[src/logic/aptp_defs.vh]
// register map, field positions, reset values and mode codes
`ifndef APTP_DEFS_VH
`define APTP_DEFS_VH

`define APTP_AW 4
`define APTP_DW 8
`define APTP_RES_W 12
`define APTP_DIV_W 16

`define APTP_A_T1_LO 4'h0
`define APTP_A_T1_HI 4'h1
`define APTP_A_T2_LO 4'h2
`define APTP_A_T2_HI 4'h3
`define APTP_A_RES_LO 4'h4
`define APTP_A_RES_HI 4'h5
`define APTP_A_STATUS 4'h6
`define APTP_A_IRQ_STAT 4'h7
`define APTP_A_IRQ_MASK 4'h8
`define APTP_A_CHANNEL 4'h9
`define APTP_A_RANGE 4'ha
`define APTP_A_MODE 4'hb
`define APTP_A_SW_TRIG 4'hc
`define APTP_A_IRQ_CLR 4'hd
`define APTP_A_CNT_LO 4'he
`define APTP_A_CNT_HI 4'hf

`define APTP_ST_READY_N 0
`define APTP_ST_BUSY 1
`define APTP_ST_IRQ 2

`define APTP_IRQ_DONE 0
`define APTP_IRQ_LOST 1
`define APTP_IRQ_W 2

`define APTP_RANGE_UNI 3
`define APTP_GAIN_W 3
`define APTP_GAIN_MAX 3'h4
`define APTP_GAIN_RST 3'h0
`define APTP_CH_W 3
`define APTP_CH_RST 3'h0

`define APTP_MODE_W 3
`define APTP_MODE_RST 3'h0
`define APTP_MODE_MAX 3'h5
`define APTP_SRC_SW 2'h0
`define APTP_SRC_EXT 2'h1
`define APTP_SRC_TIMER 2'h2

`endif

[src/logic/aptp_control.v]
// converter trigger, pacer, result and interrupt control
//
// Contract
// - software trigger write starts one conversion; result lands at offsets 4 and 5
// - result is 12-bit unsigned, 0 to 4095, split over low and high bytes
// - pollable data-ready bit goes low when a result is available
// - interrupt request status holds until host clears it; no new interrupt meanwhile
// - pacer is two cascaded 16-bit dividers; rate set by their product
// - any divider loaded as zero stops pacer triggers
// - mode field picks trigger source and polling or interrupt, six modes
// - channel register picks one of eight inputs, resets to channel 0
// - range register picks gain 1,2,4,8,16; resets to gain 1 bipolar
//
// The implementer's own choice: the address-and-strobe port.
`timescale 1ns/100ps
`default_nettype none
`include "aptp_defs.vh"
module aptp_control (
    input wire clk,
    input wire rst,
    input wire [`APTP_AW-1:0] regAddr,
    input wire [`APTP_DW-1:0] regWrData,
    input wire regWrStb,
    input wire regRdStb,
    output reg [`APTP_DW-1:0] regRdData,
    output wire irq,
    input wire extTrig,
    output reg adcStart,
    output reg [`APTP_CH_W-1:0] adcChannel,
    output reg [`APTP_GAIN_W-1:0] adcGain,
    output reg adcUnipolar,
    input wire adcDone,
    input wire [`APTP_RES_W-1:0] adcData
);
    // mode decoding: upper bits give the source, bit 0 the transfer kind
    function [1:0] modeSource;
        input [`APTP_MODE_W-1:0] m;
        begin
            modeSource = m[2:1];
        end
    endfunction

    function modeIsIrq;
        input [`APTP_MODE_W-1:0] m;
        begin
            modeIsIrq = m[0];
        end
    endfunction

    function regHit;
        input [`APTP_AW-1:0] a;
        input [`APTP_AW-1:0] target;
        input stb;
        begin
            regHit = stb && (a == target);
        end
    endfunction

    // a divider loaded with zero never paces
    function divLive;
        input [`APTP_DIV_W-1:0] d;
        begin
            divLive = (d != {`APTP_DIV_W{1'b0}});
        end
    endfunction

    reg [`APTP_DIV_W-1:0] div1_q;
    reg [`APTP_DIV_W-1:0] div2_q;
    reg [`APTP_MODE_W-1:0] mode_q;
    reg [`APTP_IRQ_W-1:0] irqStat_q;
    reg [`APTP_IRQ_W-1:0] irqStat_d;
    reg [`APTP_IRQ_W-1:0] irqMask_q;
    reg [`APTP_RES_W-1:0] result_q;
    reg ready_q;
    reg busy_q;
    reg extTrigPrev_q;
    reg [`APTP_DIV_W-1:0] convCount_q;
    reg [`APTP_DW-1:0] rdNext;

    wire [1:0] source = modeSource(mode_q);
    wire irqMode = modeIsIrq(mode_q);

    wire wrT1Lo = regHit(regAddr, `APTP_A_T1_LO, regWrStb);
    wire wrT1Hi = regHit(regAddr, `APTP_A_T1_HI, regWrStb);
    wire wrT2Lo = regHit(regAddr, `APTP_A_T2_LO, regWrStb);
    wire wrT2Hi = regHit(regAddr, `APTP_A_T2_HI, regWrStb);
    wire wrMask = regHit(regAddr, `APTP_A_IRQ_MASK, regWrStb);
    wire wrChan = regHit(regAddr, `APTP_A_CHANNEL, regWrStb);
    wire wrRange = regHit(regAddr, `APTP_A_RANGE, regWrStb);
    wire wrMode = regHit(regAddr, `APTP_A_MODE, regWrStb);
    wire wrSwTrig = regHit(regAddr, `APTP_A_SW_TRIG, regWrStb);
    wire wrIrqClr = regHit(regAddr, `APTP_A_IRQ_CLR, regWrStb);
    wire rdResHi = regHit(regAddr, `APTP_A_RES_HI, regRdStb);
    wire rdIrqStat = regHit(regAddr, `APTP_A_IRQ_STAT, regRdStb);

    // host registers
    always @(posedge clk) begin
        if (rst) begin
            div1_q <= {`APTP_DIV_W{1'b0}};
            div2_q <= {`APTP_DIV_W{1'b0}};
            mode_q <= `APTP_MODE_RST;
            irqMask_q <= {`APTP_IRQ_W{1'b0}};
            adcChannel <= `APTP_CH_RST;
            adcGain <= `APTP_GAIN_RST;
            adcUnipolar <= 1'b0;
        end else begin
            if (wrT1Lo) begin
                div1_q[7:0] <= regWrData;
            end
            if (wrT1Hi) begin
                div1_q[15:8] <= regWrData;
            end
            if (wrT2Lo) begin
                div2_q[7:0] <= regWrData;
            end
            if (wrT2Hi) begin
                div2_q[15:8] <= regWrData;
            end
            if (wrMask) begin
                irqMask_q <= regWrData[`APTP_IRQ_W-1:0];
            end
            if (wrChan) begin
                adcChannel <= regWrData[`APTP_CH_W-1:0];
            end
            // codes past x16 are dropped so the amplifier never sees a bad code
            if (wrRange) begin
                if (regWrData[`APTP_GAIN_W-1:0] <= `APTP_GAIN_MAX) begin
                    adcGain <= regWrData[`APTP_GAIN_W-1:0];
                end
                adcUnipolar <= regWrData[`APTP_RANGE_UNI];
            end
            // only the six defined modes are accepted
            if (wrMode && regWrData[`APTP_MODE_W-1:0] <= `APTP_MODE_MAX) begin
                mode_q <= regWrData[`APTP_MODE_W-1:0];
            end
        end
    end

    // pacer: divider 1 counts clocks, divider 2 counts divider 1 ticks
    wire pacerRun = (source == `APTP_SRC_TIMER);
    // reload a cycle after the write, so the counters load the new byte and not the old one
    reg divReload_q;
    always @(posedge clk) begin
        if (rst) begin
            divReload_q <= 1'b0;
        end else begin
            divReload_q <= wrT1Lo || wrT1Hi || wrT2Lo || wrT2Hi || wrMode;
        end
    end
    wire tick1;
    wire tick2;

    aptp_divider u_div1 (
        .clk(clk),
        .rst(rst),
        .step(pacerRun),
        .reload(divReload_q),
        .divisor(div1_q),
        .tick(tick1)
    );

    aptp_divider u_div2 (
        .clk(clk),
        .rst(rst),
        .step(pacerRun && tick1),
        .reload(divReload_q),
        .divisor(div2_q),
        .tick(tick2)
    );

    // zero in either divider silences the pacer outright
    wire pacerTrig = tick2 && pacerRun && divLive(div1_q) && divLive(div2_q);

    // trigger selection
    wire swTrig = wrSwTrig && (source == `APTP_SRC_SW);
    wire extRise = extTrig && !extTrigPrev_q && (source == `APTP_SRC_EXT);
    wire trigReq = swTrig || extRise || pacerTrig;
    wire trigAccept = trigReq && !busy_q;
    wire trigLost = trigReq && busy_q;

    always @(posedge clk) begin
        if (rst) begin
            extTrigPrev_q <= 1'b0;
            adcStart <= 1'b0;
            busy_q <= 1'b0;
        end else begin
            extTrigPrev_q <= extTrig;
            // start is a single cycle per accepted trigger
            adcStart <= trigAccept;
            if (trigAccept) begin
                busy_q <= 1'b1;
            end else if (adcDone) begin
                busy_q <= 1'b0;
            end
        end
    end

    // result capture and data-ready
    always @(posedge clk) begin
        if (rst) begin
            result_q <= {`APTP_RES_W{1'b0}};
            ready_q <= 1'b0;
            convCount_q <= {`APTP_DIV_W{1'b0}};
        end else begin
            if (adcDone && busy_q) begin
                result_q <= adcData;
                convCount_q <= convCount_q + {{(`APTP_DIV_W-1){1'b0}}, 1'b1};
            end
            // a new result wins over the high-byte read in the same cycle
            if (adcDone && busy_q) begin
                ready_q <= 1'b1;
            end else if (rdResHi) begin
                ready_q <= 1'b0;
            end
        end
    end

    // sticky interrupt status: a set always wins over a clear
    always @* begin
        irqStat_d = irqStat_q;
        if (rdIrqStat || wrIrqClr) begin
            irqStat_d = {`APTP_IRQ_W{1'b0}};
        end
        if (adcDone && busy_q && irqMode) begin
            irqStat_d[`APTP_IRQ_DONE] = 1'b1;
        end
        if (trigLost) begin
            irqStat_d[`APTP_IRQ_LOST] = 1'b1;
        end
    end

    always @(posedge clk) begin
        if (rst) begin
            irqStat_q <= {`APTP_IRQ_W{1'b0}};
        end else begin
            irqStat_q <= irqStat_d;
        end
    end

    // level request stays up until the status is cleared
    assign irq = |(irqStat_q & irqMask_q);

    // read mux; unmapped or write-only locations read zero
    always @* begin
        rdNext = {`APTP_DW{1'b0}};
        case (regAddr)
            `APTP_A_T1_LO: rdNext = div1_q[7:0];
            `APTP_A_T1_HI: rdNext = div1_q[15:8];
            `APTP_A_T2_LO: rdNext = div2_q[7:0];
            `APTP_A_T2_HI: rdNext = div2_q[15:8];
            `APTP_A_RES_LO: rdNext = result_q[7:0];
            `APTP_A_RES_HI: rdNext = {4'h0, result_q[11:8]};
            `APTP_A_STATUS: begin
                rdNext[`APTP_ST_READY_N] = ~ready_q;
                rdNext[`APTP_ST_BUSY] = busy_q;
                rdNext[`APTP_ST_IRQ] = irq;
            end
            `APTP_A_IRQ_STAT: rdNext[`APTP_IRQ_W-1:0] = irqStat_q;
            `APTP_A_IRQ_MASK: rdNext[`APTP_IRQ_W-1:0] = irqMask_q;
            `APTP_A_CHANNEL: rdNext[`APTP_CH_W-1:0] = adcChannel;
            `APTP_A_RANGE: rdNext = {4'h0, adcUnipolar, adcGain};
            `APTP_A_MODE: rdNext[`APTP_MODE_W-1:0] = mode_q;
            `APTP_A_CNT_LO: rdNext = convCount_q[7:0];
            `APTP_A_CNT_HI: rdNext = convCount_q[15:8];
            default: rdNext = {`APTP_DW{1'b0}};
        endcase
    end

    // read data stands only in the cycle after the strobe
    always @(posedge clk) begin
        if (rst) begin
            regRdData <= {`APTP_DW{1'b0}};
        end else if (regRdStb) begin
            regRdData <= rdNext;
        end else begin
            regRdData <= {`APTP_DW{1'b0}};
        end
    end
endmodule // aptp_control
`default_nettype wire

[src/logic/aptp_divider.v]
// one 16-bit reloading frequency divider of the pacer
`timescale 1ns/100ps
`default_nettype none
`include "aptp_defs.vh"
module aptp_divider (
    input wire clk,
    input wire rst,
    input wire step,
    input wire reload,
    input wire [`APTP_DIV_W-1:0] divisor,
    output reg tick
);
    reg [`APTP_DIV_W-1:0] count_q;
    wire zeroDiv = (divisor == {`APTP_DIV_W{1'b0}});

    always @(posedge clk) begin
        if (rst || reload) begin
            count_q <= divisor;
            tick <= 1'b0;
        end else begin
            tick <= 1'b0;
            // a zero divisor never reaches terminal count
            if (step && !zeroDiv) begin
                if (count_q <= {{(`APTP_DIV_W-1){1'b0}}, 1'b1}) begin
                    count_q <= divisor;
                    tick <= 1'b1;
                end else begin
                    count_q <= count_q - {{(`APTP_DIV_W-1){1'b0}}, 1'b1};
                end
            end
        end
    end
endmodule // aptp_divider
`default_nettype wire

[config.mk]
export PLATFORM = sky130hd
export DESIGN_NAME = aptp_control
export DESIGN_NICKNAME = d
export VERILOG_FILES = /design/src/logic/aptp_control.v /design/src/logic/aptp_divider.v
export VERILOG_INCLUDE_DIRS = /design/src /design/src/logic
export SDC_FILE = /design/constraint.sdc
export NUM_CORES = 1
export LEC_CHECK = 0
export ABC_AREA = 1
export BUFFER_PORTS_ARGS = -buffer_cell sky130_fd_sc_hd__buf_4
export CAP_MARGIN = 20
export CORE_MARGIN = 4
export CORE_UTILIZATION = 56
export CTS_BUF_LIST = sky130_fd_sc_hd__clkbuf_4
export DETAILED_ROUTE_END_ITERATION = 16
export PLACE_DENSITY_LB_ADDON = 0.3
export SETUP_SLACK_MARGIN = 0.05
export SLEW_MARGIN = 5
export SYNTH_ARGS = -nofsm -noshare
export SYNTH_HDL_FRONTEND = slang
export SYNTH_SLANG_ARGS = --single-unit
[constraint.sdc]
create_clock -name clk -period 1.7 [get_ports clk]
set_input_delay 0.17 -clock clk [delete_from_list [all_inputs] [get_ports clk]]
set_output_delay 0.17 -clock clk [all_outputs]
set_load 0.01 [all_outputs]
Yosys cells after proc, flatten, opt, wreduce, memory -nomap -nowiden
Index checks and enable logic that the tools add are counted.
- bits in registers: 121
- output and inout port bits: 17
- word-level logic and storage cells: 125
- equal/unequal tests: 17
- magnitude comparators: 4
- multiplexer cells: 18
- bitwise gates (word level): 5
- reduce and logical (&&, ||, !) cells: 55
- add/sub/neg operators: 3
- operator list (operator ; number):
    2-to-1 mux 16 bit ; 6
    one-hot mux 5 bit (9 select lines) ; 1
    == test 4 bit (second input constant) ; 8
    less-or-equal comparator 16 x 1 -> 1 bit (second input constant) ; 2
    logical NOT 16 bit ; 2
    nonzero test 16 bit ; 2
    subtractor 16 x 1 -> 16 bit (second input constant) ; 2
    one-hot mux 2 bit (14 select lines) ; 1
    logical AND 1 bit ; 26
    adder 16 x 1 -> 16 bit (second input constant) ; 1
    == test 4 x 3 -> 1 bit (second input constant) ; 4
    one-hot mux 1 bit (12 select lines) ; 1
    nonzero test 2 bit ; 6
    == test 4 x 2 -> 1 bit (second input constant) ; 2
    logical OR 1 bit ; 8
    2-to-1 mux 1 bit ; 8
    OR reduction 2 bit ; 4
    less-or-equal comparator 3 bit (second input constant) ; 2
    == test 4 x 1 -> 1 bit (second input constant) ; 1
    logical NOT 1 bit ; 4
    logical NOT 4 bit ; 1
    inverter 1 bit ; 4
    bitwise AND 2 bit ; 1
    == test 2 x 1 -> 1 bit (second input constant) ; 1
    other kinds (4) ; 4

Logic depth before layout (Yosys ltp)
Gate-level depths: netlist (run 1).
- word-level depth: 7
- mapped depth: 10
- gate-level depth less buffers: 10

Modules after synthesis
From an unflattened synthesis (run 1), not the netlist that was laid out.
- cell total of the unflattened synthesis: 937
- area total of the unflattened synthesis: 6453.7 um^2
- by module, submodules not included (module ; times used ; cells an instance ; area an instance (um^2)):
    aptp_control ; 1 ; 583 ; 3978.8
    aptp_divider ; 2 ; 177 ; 1237.4

Least setup slack after synthesis (run 1)
No wires, ideal clock.
- path type: reg2reg
- start point: register u_div2.count_q[0]
- end point: register u_div2.count_q[10] (data pin)
- data arrival time: 1.317 ns
- required time: 1.439 ns
- stages on the path, launching flop included: 9
- slack: 0.121 ns
- library setup time: 0.261 ns
- buffers on the path: 0
- period minus slack after synthesis: 1.579 ns
- path through: edfxtp_1 inv_1 ha_1 nand2_1 nor2_1 nand3_1 xor2_1 nand2_1 o21ai_0
- word-level cells in the longest chain between the ends: 4
- RTL lines (what ; line ; RTL):
    from (decl) ; aptp_divider.v:13 ; reg [`APTP_DIV_W-1:0] count_q;
    from (signal assigned) ; aptp_divider.v:18 ; count_q <= divisor;
    from (signal assigned) ; aptp_divider.v:25 ; count_q <= divisor;
    from (signal assigned) ; aptp_divider.v:28 ; count_q <= count_q - {{(`APTP_DIV_W-1){1'b0}}, 1'b1};
    subtractor 16 x 1 -> 16 bit or less-or-equal comparator 16 x 1 -> 1 bit (tied branches) ; aptp_divider.v:28, aptp_divider.v:24 ;
    2-to-1 mux 16 bit (*) ; aptp_divider.v:24 ; if (count_q <= {{(`APTP_DIV_W-1){1'b0}}, 1'b1}) begin
    2-to-1 mux 16 bit (*) ; aptp_divider.v:23 ; if (step && !zeroDiv) begin
    2-to-1 mux 16 bit (*) ; aptp_divider.v:17 ; if (rst || reload) begin
Mark *: on every way between the ends. The rest lies on a longest branch, timed or not. The select of a mux whose other input is x is not followed.
A chain may end at the register's enable or synchronous reset.

Worst setup path in the final report (run 1)
- start point: register u_div1.count_q[0]
- end point: register u_div1.count_q[3] (data pin)
- word-level cells in the longest chain between the ends: 4
- RTL lines (what ; line):
    from (decl) ; aptp_divider.v:13
    from (signal assigned) ; aptp_divider.v:18
    from (signal assigned) ; aptp_divider.v:25
    from (signal assigned) ; aptp_divider.v:28
    subtractor 16 x 1 -> 16 bit or less-or-equal comparator 16 x 1 -> 1 bit (tied branches) ; aptp_divider.v:28, aptp_divider.v:24
    2-to-1 mux 16 bit (*) ; aptp_divider.v:24
    2-to-1 mux 16 bit (*) ; aptp_divider.v:23
    2-to-1 mux 16 bit (*) ; aptp_divider.v:17
Marks and branches as above.

==> results of run 1 <==
## worst max path at each step
stage                                 from                      endpoint  cells past startpoint  slack (ns)
3_5_place_dp   u_div1.count_q[0]$_DFFE_PP_   u_div1.count_q[2]$_DFFE_PP_                      9       -0.04
6_report       u_div1.count_q[0]$_DFFE_PP_   u_div1.count_q[3]$_DFFE_PP_                      9       -0.05
5_1_grt        u_div1.count_q[3]$_DFFE_PP_   u_div1.count_q[3]$_DFFE_PP_                      9       -0.19
3_3_place_gp   u_div2.count_q[0]$_DFFE_PP_  u_div2.count_q[10]$_DFFE_PP_                      8        0.07
4_1_cts        u_div1.count_q[0]$_DFFE_PP_   u_div1.count_q[4]$_DFFE_PP_                     10        0.02
2_1_floorplan  u_div2.count_q[0]$_DFFE_PP_  u_div2.count_q[10]$_DFFE_PP_                      8        0.12
## where the power goes
part | internal, uW | switching [uW]
Sequential | 3090 | 92.7
Combinational | 427 | 585
Clock | 888 | 1040
## area by class of cell
class	instances	area share, %
well taps	136	2.22
clock buffers	20	1.96
clock inverters	12	1.40
inverters	121	6.05
multi-input cells	573	40.0
flip-flops and latches	121	35.7
repair buffers	115	12.6
## worst max-delay path, stage by stage, from the launching register on
cell and delay (ns):
edfxtp_1 0.47, buf_6 0.16, ha_4 0.14, nor2_1 0.11
nor2_1 0.05, nand4_1 0.11, nand2_2 0.15, buf_6 0.17
o21ai_2 0.13, inv_1 0.05
## flip-flops by register name, summed over array words and instances, names as in the netlist, 2 cells and up
register and cells:
convCount_q 16, regRdData 8, adcChannel 3, u_div2.count_q 16, result_q 12, u_div1.count_q 16, irqStat_q 2, adcGain 3
irqMask_q 2, div2_q 16, mode_q 3, div1_q 16
## layer usage
layer  global-route usage [%]  vias to the layer above  routed length, um
li1                         -                     2954                  -
met1                     32.0                     2786               6880
met2                     44.7                      288               8550
met3                     4.71                       55               1170
met4                     11.1                        0                638
met5                        0                        -                  0
## placed cells by master (no fill, tap or decap), types with 3 or more instances in the layout
master	n
inv_2	11
xor2_1	7
clkinv_2	5
o21ai_2	13
nor3_1	10
inv_1	107
buf_4	80
a21oi_2	3
o21ai_1	16
buf_6	8
xnor2_1	12
clkbuf_4	20
clkinv_1	4
nand2_2	21
nand4_1	5
o22ai_1	15
nand2_4	12
nor2_2	17
nor2_1	105
dlygate4sd3_1	24
dfxtp_1	88
edfxtp_1	32
ha_4	4
nand3_1	28
a21oi_1	72
o21ai_0	85
nor2_4	12
nand2_1	123
## cell families (layout without fill, tap and decap cells)
kind of cell | count (synthesis) | in the layout
simple gates | 338 | 338
xor+xnor | 20 | 20
buf+inv | 143 | 268
compound gates | 210 | 210
fa+ha+maj | 5 | 5
flops | 121 | 121
## timing repair
action,in CTS,in global routing
resized for setup,10,105
hold buffers,24,0
hold endpoints to repair,45,0
setup buffers,6,15
cloned,0,4
pin swaps,2,24
endpoints found under the setup margin,28,35
## metrics by stage
| step | cells | hold WS [ns] | power, uW | utilization [%] |
|---|---|---|---|---|
| global placement | 1017 | 0.389 | 3940 | 63.7 |
| detailed placement | 1017 | 0.399 | 3960 | 63.7 |
| floorplan | 837 | 0.295 | 3700 | - |
| global route | 1098 | 0.0230 | 6400 | 73.1 |
| CTS | 1079 | 0.0133 | 5910 | 69.0 |
| finish | 1098 | 0.0394 | 6130 | 73.1 |
==> out/metrics.cfg, run 1 <==
[layout]
seq_area_um2=2740
multi_input_area_um2=3070
antenna_cells=0
fillers=780
design_area_um2=7680
drive_above_1_share_pct=22.9
layout.nets=984
area.growth.synth_to_final_pct=24.9

[timing]
setup_slack_ns=-0.0530
setup_viol=13
max_freq_mhz=570
slew_violations=0
max-slew-margin-rel_pct=78.0
setup-tns-final_ns=-0.308
period_minus_slack_ns=1.75
worst_slew_pin_slew_ns=0.327
finalClockSkew_ns=0.0205
timing.final.crit_share_pct=103
hold_violations=0
rsz0062_at_grt=yes

[synthesis]
avgSynthCellArea_um2=7.35
yosysSeqAreaShare_pct=44.6
yosysUniqueCellTypes=35
synth_xor_area_share_pct=2.85
syn_area_um2=6150
synthAdderAreaFrac_pct=1.02
synthesis.nets=872
synth-compound-area-share_pct=18.0
synth.most_common_cell=nand2_1
yosysWarnings=0
synth-simple-area-share_pct=23.9
synthArstFlopShare_pct=0
synth.area.mux_share_pct=0
synth-edff-count=32
synthTopCellsByCount=145 x nand2_1, 123 x nor2_1, 114 x inv_1
synth_top_family_by_area=simple AND/OR/NAND/NOR gates
synth_top_cell_area_share_pct=29.0
synthFlopType=dfxtp_1
ys_seq_elements=121
synth_area_leaders=dfxtp_1 29%, edfxtp_1 16%, nand2_1 8.9%
syn-instance-count=837
synth_top_area_cell=dfxtp_1

[detailed_routing]
routed_wl_um=17200
drc=0
wl_per_cell_um=15.7
ant_nets=0
firstDrtPassIters=7
drt-initial-drc-count=589
drt-vias-per-instance=5.54
vias=6083

[outcome]
violations=negative setup slack
run_status=finished, violations left

[floorplanning]
die_area_um2=12700
rows=37
core_um2=10500
fp.dieH_um=113
io_pins=47
die_w_um=113
start_util_pct=58.5

[critical_path]
start_kind=flop
path_class=flop to flop
worst_setup_path_end_kind=flop
cp.arrival_ns=2.06
r2r_cells=9
r2r_slack_ns=-0.05
crit_required_ns=2.01
timing.rr.start=u_div1.count_q[0]$_DFFE_PP_
crit_path_max_fanout=5
timing.rr.end=u_div1.count_q[3]$_DFFE_PP_

[min_path]
holdPathStages=4
hp-start=regAddr[0]
hp-class=primary input to flop
min_to=adcUnipolar$_SDFFE_PP0P_

[pwr]
powerDensity_nw_per_um2=798
vdd_drop_max_mv=0.524
leakagePower_uw=0.00313

[clocking]
cts_tree=yes
cts_num_sinks=121
clockBufferDepth=2
clockRootBuffer=clkbuf_4
cts_made_buffers=17
worstSkewPairLatency_ns=0.54
h-tree-depth=4
clk_pin_slew_worst_paths_ns=0.11

[grt]
antenna_found_initial=0
grt_pass1_vias=5660
track_usage_pct=26.0
grt_max_degree=41
grt_pass1_wl_um=26700
grt_overflow=0

[placed_design]
io_buffers=46
dpl_cell_area_um2=6690
dpl_worst_slack_ns=-0.0405
dp_hpwl_um=11600
globalplace.congestion=0.942

[run]
cap_violations=0

Note: power is estimated with default switching activity, not from simulation.
==> inputs of run 2 (changes only) <==
--- a/config.mk
+++ b/config.mk
@@ -9,7 +9,6 @@
 export ABC_AREA = 1
 export BUFFER_PORTS_ARGS = -buffer_cell sky130_fd_sc_hd__buf_4
 export CAP_MARGIN = 20
-export CORE_MARGIN = 4
 export CORE_UTILIZATION = 56
 export CTS_BUF_LIST = sky130_fd_sc_hd__clkbuf_4
 export DETAILED_ROUTE_END_ITERATION = 16
==> out/metrics.cfg, run 2 (same netlist as run 1, synthesis figures left out) <==
[outcome]
run_status=finished, violations left
violations=negative setup slack

[layout]
layout_common_cells=133 x nand2_1, 108 x inv_1, 106 x nor2_1
area.growth.synth_to_final_pct=24.5
drive_above_1_share_pct=21.0  ; -1.8 points
mostFrequentLayoutCell=nand2_1
instances_no_fill=1096  ; -0.18%
layout.nets=982  ; -0.20%
antenna_cells=0  ; unchanged
fillers=830  ; +6.4%
design_area_um2=7650  ; -0.29%

[timing]
finalClockSkew_ns=0.0132  ; -0.00725 ns
slew_violations=0  ; unchanged
period_minus_slack_ns=1.75  ; -0.00125 ns
rsz0062_at_grt=yes
hold_violations=0  ; unchanged
worst_slew_pin_slew_ns=0.398  ; +0.0714 ns
setup_viol=11  ; -2
timing.final.crit_share_pct=103  ; about the same
max-slew-margin-rel_pct=73.2  ; -4.8 points
max_freq_mhz=571  ; about the same
setup_slack_ns=-0.0518  ; +0.00125 ns

[critical_path]
cp.arrival_ns=2.08  ; +0.02 ns
path_buf_inv=3  ; unchanged
worst_setup_path_end_kind=flop
cp_slowest_cell=edfxtp_1
crit_path_max_fanout=6  ; +1
path_class=flop to flop
critPathTopFamily=simple AND/OR/NAND/NOR gates
crit_required_ns=2.02  ; about the same
r2r_slack_ns=-0.05  ; about the same
path_cells=buf_6 -> ha_2 -> nor2_2 -> nor2_1 -> nand4_1 -> nand2_2 -> buf_4 -> buf_4 -> nand2_1 -> nand2_1
start_kind=flop
slowest_delay_ns=0.44  ; -0.03 ns

[placed_design]
globalplace.congestion=0.941  ; about the same
dpl_cell_area_um2=6690  ; about the same
dp_hpwl_um=11800  ; +1.5%
io_buffers=46  ; unchanged
placedCellCount=1018  ; +0.098%

[detailed_routing]
wl_per_cell_um=16.0  ; +1.6%
ant_nets=0  ; unchanged
routed_wl_um=17500  ; +1.4%
drc=0  ; unchanged
firstDrtPassIters=5  ; -2
drt-vias-per-instance=5.55  ; +0.23%
drt-initial-drc-count=533  ; -9.5%
vias=6086  ; +0.049%

[clocking]
cts_num_sinks=121  ; unchanged
clockRootBuffer=clkbuf_4
cts_tree=yes
clk_pin_slew_worst_paths_ns=0.11  ; about the same
worstSkewPairLatency_ns=0.55  ; about the same
h-tree-depth=4  ; unchanged
cts_made_buffers=17  ; unchanged
clockBufferDepth=2  ; unchanged

[grt]
grt_overflow=0  ; unchanged
grt_pass1_vias=5615  ; -0.80%
track_usage_pct=30.3  ; +4.3 points
antenna_found_initial=0  ; unchanged
grt_max_degree=41  ; unchanged
grt_pass1_wl_um=26500  ; -0.44%

[run]
cap_violations=0  ; unchanged

[floorplanning]
fp.dieH_um=107  ; -5.3%
io_pins=47  ; unchanged
rows=37  ; unchanged
core_um2=10500  ; -0.44%
die_w_um=107  ; -5.3%
start_util_pct=58.8  ; +0.26 points
die_area_um2=11400  ; -10%

[pwr]
leakagePower_uw=0.00312  ; -0.53%
powerDensity_nw_per_um2=859  ; +7.7%
vdd_drop_max_mv=0.542  ; +3.5%

[min_path]
hp-class=primary input to flop

==> run 2: cell types whose count changed in the layout (fill, tap and decap cells not counted), sizes merged <==
cell	delta
buf	-3
bufinv	+3
clkbuf	-3
clkinv	-2
clkinvlp	+1
dlygate4sd3	+1
inv	+1
==> run 2: final cells by class <==
type | instances | area, um2 | share of cell area (%)
Inverter | 121 | 464 | 6.06
Multi-Input combinational cell | 573 | 3010 | 39.3
Clock buffer | 17 | 128 | 1.67
Timing Repair Buffer | 113 | 933 | 12.2
Clock inverter | 15 | 206 | 2.70
Sequential cell | 121 | 2740 | 35.8
Tap cell | 136 | 170 | 2.22
==> run 2: routing by layer <==
metal | global-route usage [%] | wire (um) | up-vias | part of all wire, %
met5 | 0 | 0 | - | 0
met1 | 35.9 | 6840 | 2815 | 39
met2 | 51.9 | 8770 | 280 | 50
li1 | - | - | 2936 | -
met4 | 12.2 | 588 | 0 | 3.4
met3 | 8.09 | 1290 | 55 | 7.4
==> run 2: power breakdown <==
group	switching, uW	internal, uW
logic	572	411
clock network	1120	1290
registers	90.1	3090
total	1780	4800
==> run 2: path summary, 6_finish.rpt <==
path	startpoint	endpoint	depth (start not counted)
worst max register to register	u_div2.count_q[0]$_DFFE_PP_	u_div2.count_q[13]$_DFFE_PP_	10
worst min register to register	result_q[8]$_SDFFE_PP0P_	result_q[8]$_SDFFE_PP0P_	2
worst min-delay path	rst	irqStat_q[0]$_SDFFE_PP0P_	3
worst max-delay path	u_div2.count_q[0]$_DFFE_PP_	u_div2.count_q[13]$_DFFE_PP_	10
==> run 2: metrics by stage <==
step / utilization (%) / hold slack [ns] / power, uW / setup slack [ns] / setup TNS, ns
after floorplan: - / 0.295 / 3700 / 0.121 / 0
after global placement: 63.9 / 0.389 / 3940 / 0.0618 / 0
after detailed placement: 63.9 / 0.400 / 3970 / -0.0737 / -0.416
after CTS: 70.6 / 0.0191 / 6430 / 0.00677 / 0
after global routing: 73.2 / 0.0286 / 6810 / -0.143 / -2.03
final: 73.2 / 0.0651 / 6580 / -0.0518 / -0.289
==> run 2: worst min-delay path, cell delays in order <==
cell and delay (ns):
buf_4 0.10, buf_4 0.23, a21oi_1 0.06
==> run 2: what timing repair did <==
item	CTS	global route
endpoints found under the hold margin	55	0
buffers inserted	4	14
hold buffers	25	0
setup endpoints to repair	29	38
pin swaps	8	9
cloned	1	2
resized for setup	30	54
==> inputs of run 3 (changes only) <==
--- a/config.mk
+++ b/config.mk
@@ -9,10 +9,12 @@
 export ABC_AREA = 1
 export BUFFER_PORTS_ARGS = -buffer_cell sky130_fd_sc_hd__buf_4
 export CAP_MARGIN = 20
-export CORE_UTILIZATION = 56
+export CELL_PAD_IN_SITES_DETAIL_PLACEMENT = 1
+export CELL_PAD_IN_SITES_GLOBAL_PLACEMENT = 1
+export CORE_UTILIZATION = 46
 export CTS_BUF_LIST = sky130_fd_sc_hd__clkbuf_4
 export DETAILED_ROUTE_END_ITERATION = 16
-export PLACE_DENSITY_LB_ADDON = 0.3
+export PLACE_DENSITY = 0.82
 export SETUP_SLACK_MARGIN = 0.05
 export SLEW_MARGIN = 5
 export SYNTH_ARGS = -nofsm -noshare
==> out/metrics.cfg, run 3 (same netlist as run 1, synthesis figures left out) <==
[pwr]
netSwitchingFraction_pct=29.7  ; +2.7 points
leakagePower_uw=0.00316  ; +1.5%
p_seq_share_pct=51.0  ; +2.6 points
power_uw=6260  ; -4.9%
power_frac_clock_pct=31.5  ; -5.2 points
powerDensity_nw_per_um2=798  ; -7.1%
vdd_drop_max_mv=0.366  ; -33%
p_comb_share_pct=17.4  ; +2.5 points
internal_power_uw=4400  ; -8.3%
p_sw_uw=1860  ; +4.4%

[critical_path]
r2r_cells=9  ; -1
path_cells=nor2_2 -> nand2_1 -> inv_1 -> nand4_1 -> nand2_4 -> buf_8 -> nand2_4 -> o21ai_2 -> inv_1
path_buf_inv=3  ; unchanged
start_kind=flop
path_class=flop to flop
cp.arrival_ns=2.28  ; +0.20 ns
slowest_delay_ns=0.48  ; +0.04 ns
crit_path_max_fanout=7  ; +1
crit_required_ns=2.03  ; about the same
crit_cells=9  ; -1
cp_slowest_cell=edfxtp_1
critPathTopFamily=simple AND/OR/NAND/NOR gates
worst_setup_path_end_kind=flop

[timing]
slew_violations=0  ; unchanged
worst_slew_pin_slew_ns=0.369  ; -0.0296 ns
max-slew-margin-rel_pct=75.3  ; +2.1 points
rsz0062_at_grt=yes
finalClockSkew_ns=0.0153  ; +0.00207 ns
timing.final.crit_share_pct=115  ; +12 points
holdWs_ns=0.0357  ; -0.0294 ns
hold_violations=0  ; unchanged
period_minus_slack_ns=1.95  ; +0.198 ns
max_freq_mhz=513  ; -10%
setup_viol=31  ; +20
setup_slack_ns=-0.250  ; -0.198 ns

[layout]
area.growth.synth_to_final_pct=27.5
design_area_um2=7840  ; +2.4%
layout_common_cells=126 x nand2_1, 108 x inv_1, 104 x nor2_1
drive_above_1_share_pct=23.4  ; +2.4 points
layout.nets=991  ; +0.92%
antenna_cells=0  ; unchanged
utilization_pct=61.1  ; -12 points
mostFrequentLayoutCell=nand2_1

[floorplanning]
fp.dieH_um=118  ; +10%
io_pins=47  ; unchanged
start_util_pct=47.9  ; -11 points
core_um2=12800  ; +23%
die_area_um2=13800  ; +21%
die_w_um=118  ; +10%
rows=41  ; +11%

[min_path]
holdPathStages=4  ; +1
hp-class=primary input to flop

[detailed_routing]
drt-initial-drc-count=459  ; -14%
vias=6247  ; +2.6%
drc=0  ; unchanged
wl_per_cell_um=18.9  ; +18%
ant_nets=0  ; unchanged
firstDrtPassIters=9  ; +4
drt-vias-per-instance=5.48  ; -1.4%
routed_wl_um=21600  ; +23%

[clocking]
worstSkewPairLatency_ns=0.56  ; about the same
clk_pin_slew_worst_paths_ns=0.11  ; about the same
h-tree-depth=4  ; unchanged
clockRootBuffer=clkbuf_4
clockBufferDepth=2  ; unchanged
cts_made_buffers=17  ; unchanged
cts_num_sinks=121  ; unchanged
cts_tree=yes

[outcome]
run_status=finished, violations left
violations=negative setup slack

[grt]
grt_pass1_wl_um=32500  ; +22%
track_usage_pct=30.1  ; -0.22 points
grt_pass1_vias=6400  ; +14%
grt_overflow=0  ; unchanged
grt_max_degree=45  ; +9.8%
antenna_found_initial=0  ; unchanged

[placed_design]
globalplace.congestion=0.871  ; -7.5%
dp_hpwl_um=14200  ; +21%
dpl_cell_area_um2=6770  ; +1.3%
io_buffers=46  ; unchanged

[run]
cap_violations=0  ; unchanged

[run 3: cell count changes in the layout (fill, tap and decap cells not counted), sizes merged]
cell	previous run	this run
buf	88	95
bufinv	5	2
clkbuf	17	19
clkinv	7	9
clkinvlp	2	3
[run 3: repair_timing]
action,4_1_cts,5_1_grt
gates resized for setup,28,102
endpoints found under the setup margin,32,41
hold endpoints to repair,48,0
pin swaps,4,24
buffers inserted,10,13
hold buffers,25,0
cloned,1,3
[run 3: routing by layer]
| layer | GRT usage [%] | share of wire [%] | up-vias |
|---|---|---|---|
| li1 | - | - | 2964 |
| met1 | 34.6 | 42 | 3071 |
| met2 | 54.1 | 52 | 155 |
| met3 | 4.89 | 3.4 | 57 |
| met4 | 14.0 | 3.4 | 0 |
| met5 | 0 | 0 | - |
[run 3: worst min-delay path: cells and delay by family]
kind,cells,cell delay (ns)
AOI/OAI and AO/OA,1,0.07
and+or+nand+nor,2,0.17
buffers and inverters,1,0.13
[run 3: cell type report]
cell class                 count  area, um2
multi-input combinational    573       3120
timing repair buffer         120       1020
inverter                     121        470
clock buffer                  19        143
timing repair inverter         2       13.8
sequential                   121       2750
fill                        1613       4980
clock inverter                13        110
tap                          172        215
[run 3: worst paths after layout]
path / from / slack, ns / to
worst max register to register: u_div1.count_q[4]$_DFFE_PP_ / -0.25 / u_div1.count_q[4]$_DFFE_PP_
worst min register to register: result_q[8]$_SDFFE_PP0P_ / 0.48 / result_q[8]$_SDFFE_PP0P_
worst max-delay path: u_div1.count_q[4]$_DFFE_PP_ / -0.25 / u_div1.count_q[4]$_DFFE_PP_
worst min-delay path: regAddr[0] / 0.04 / adcUnipolar$_SDFFE_PP0P_
[run 3: stage by stage]
step | cells | setup TNS (ns) | worst slack [ns]
after global placement | 1058 | 0 | 0.0770
after CTS | 1126 | -0.458 | -0.0555
after detailed placement | 1058 | -0.561 | -0.0745
after floorplan | 837 | 0 | 0.121
final | 1141 | -2.82 | -0.250
after global routing | 1141 | -5.07 | -0.295
[run 3: power groups by stage]
stage / clock network (uW) / registers, uW / logic (uW)
after detailed placement: 0 / 3250 / 771
after global routing: 2090 / 3200 / 1180
after global placement: 0 / 3240 / 734
after CTS: 1970 / 3180 / 890
after floorplan: 0 / 3220 / 484
final: 1970 / 3190 / 1090
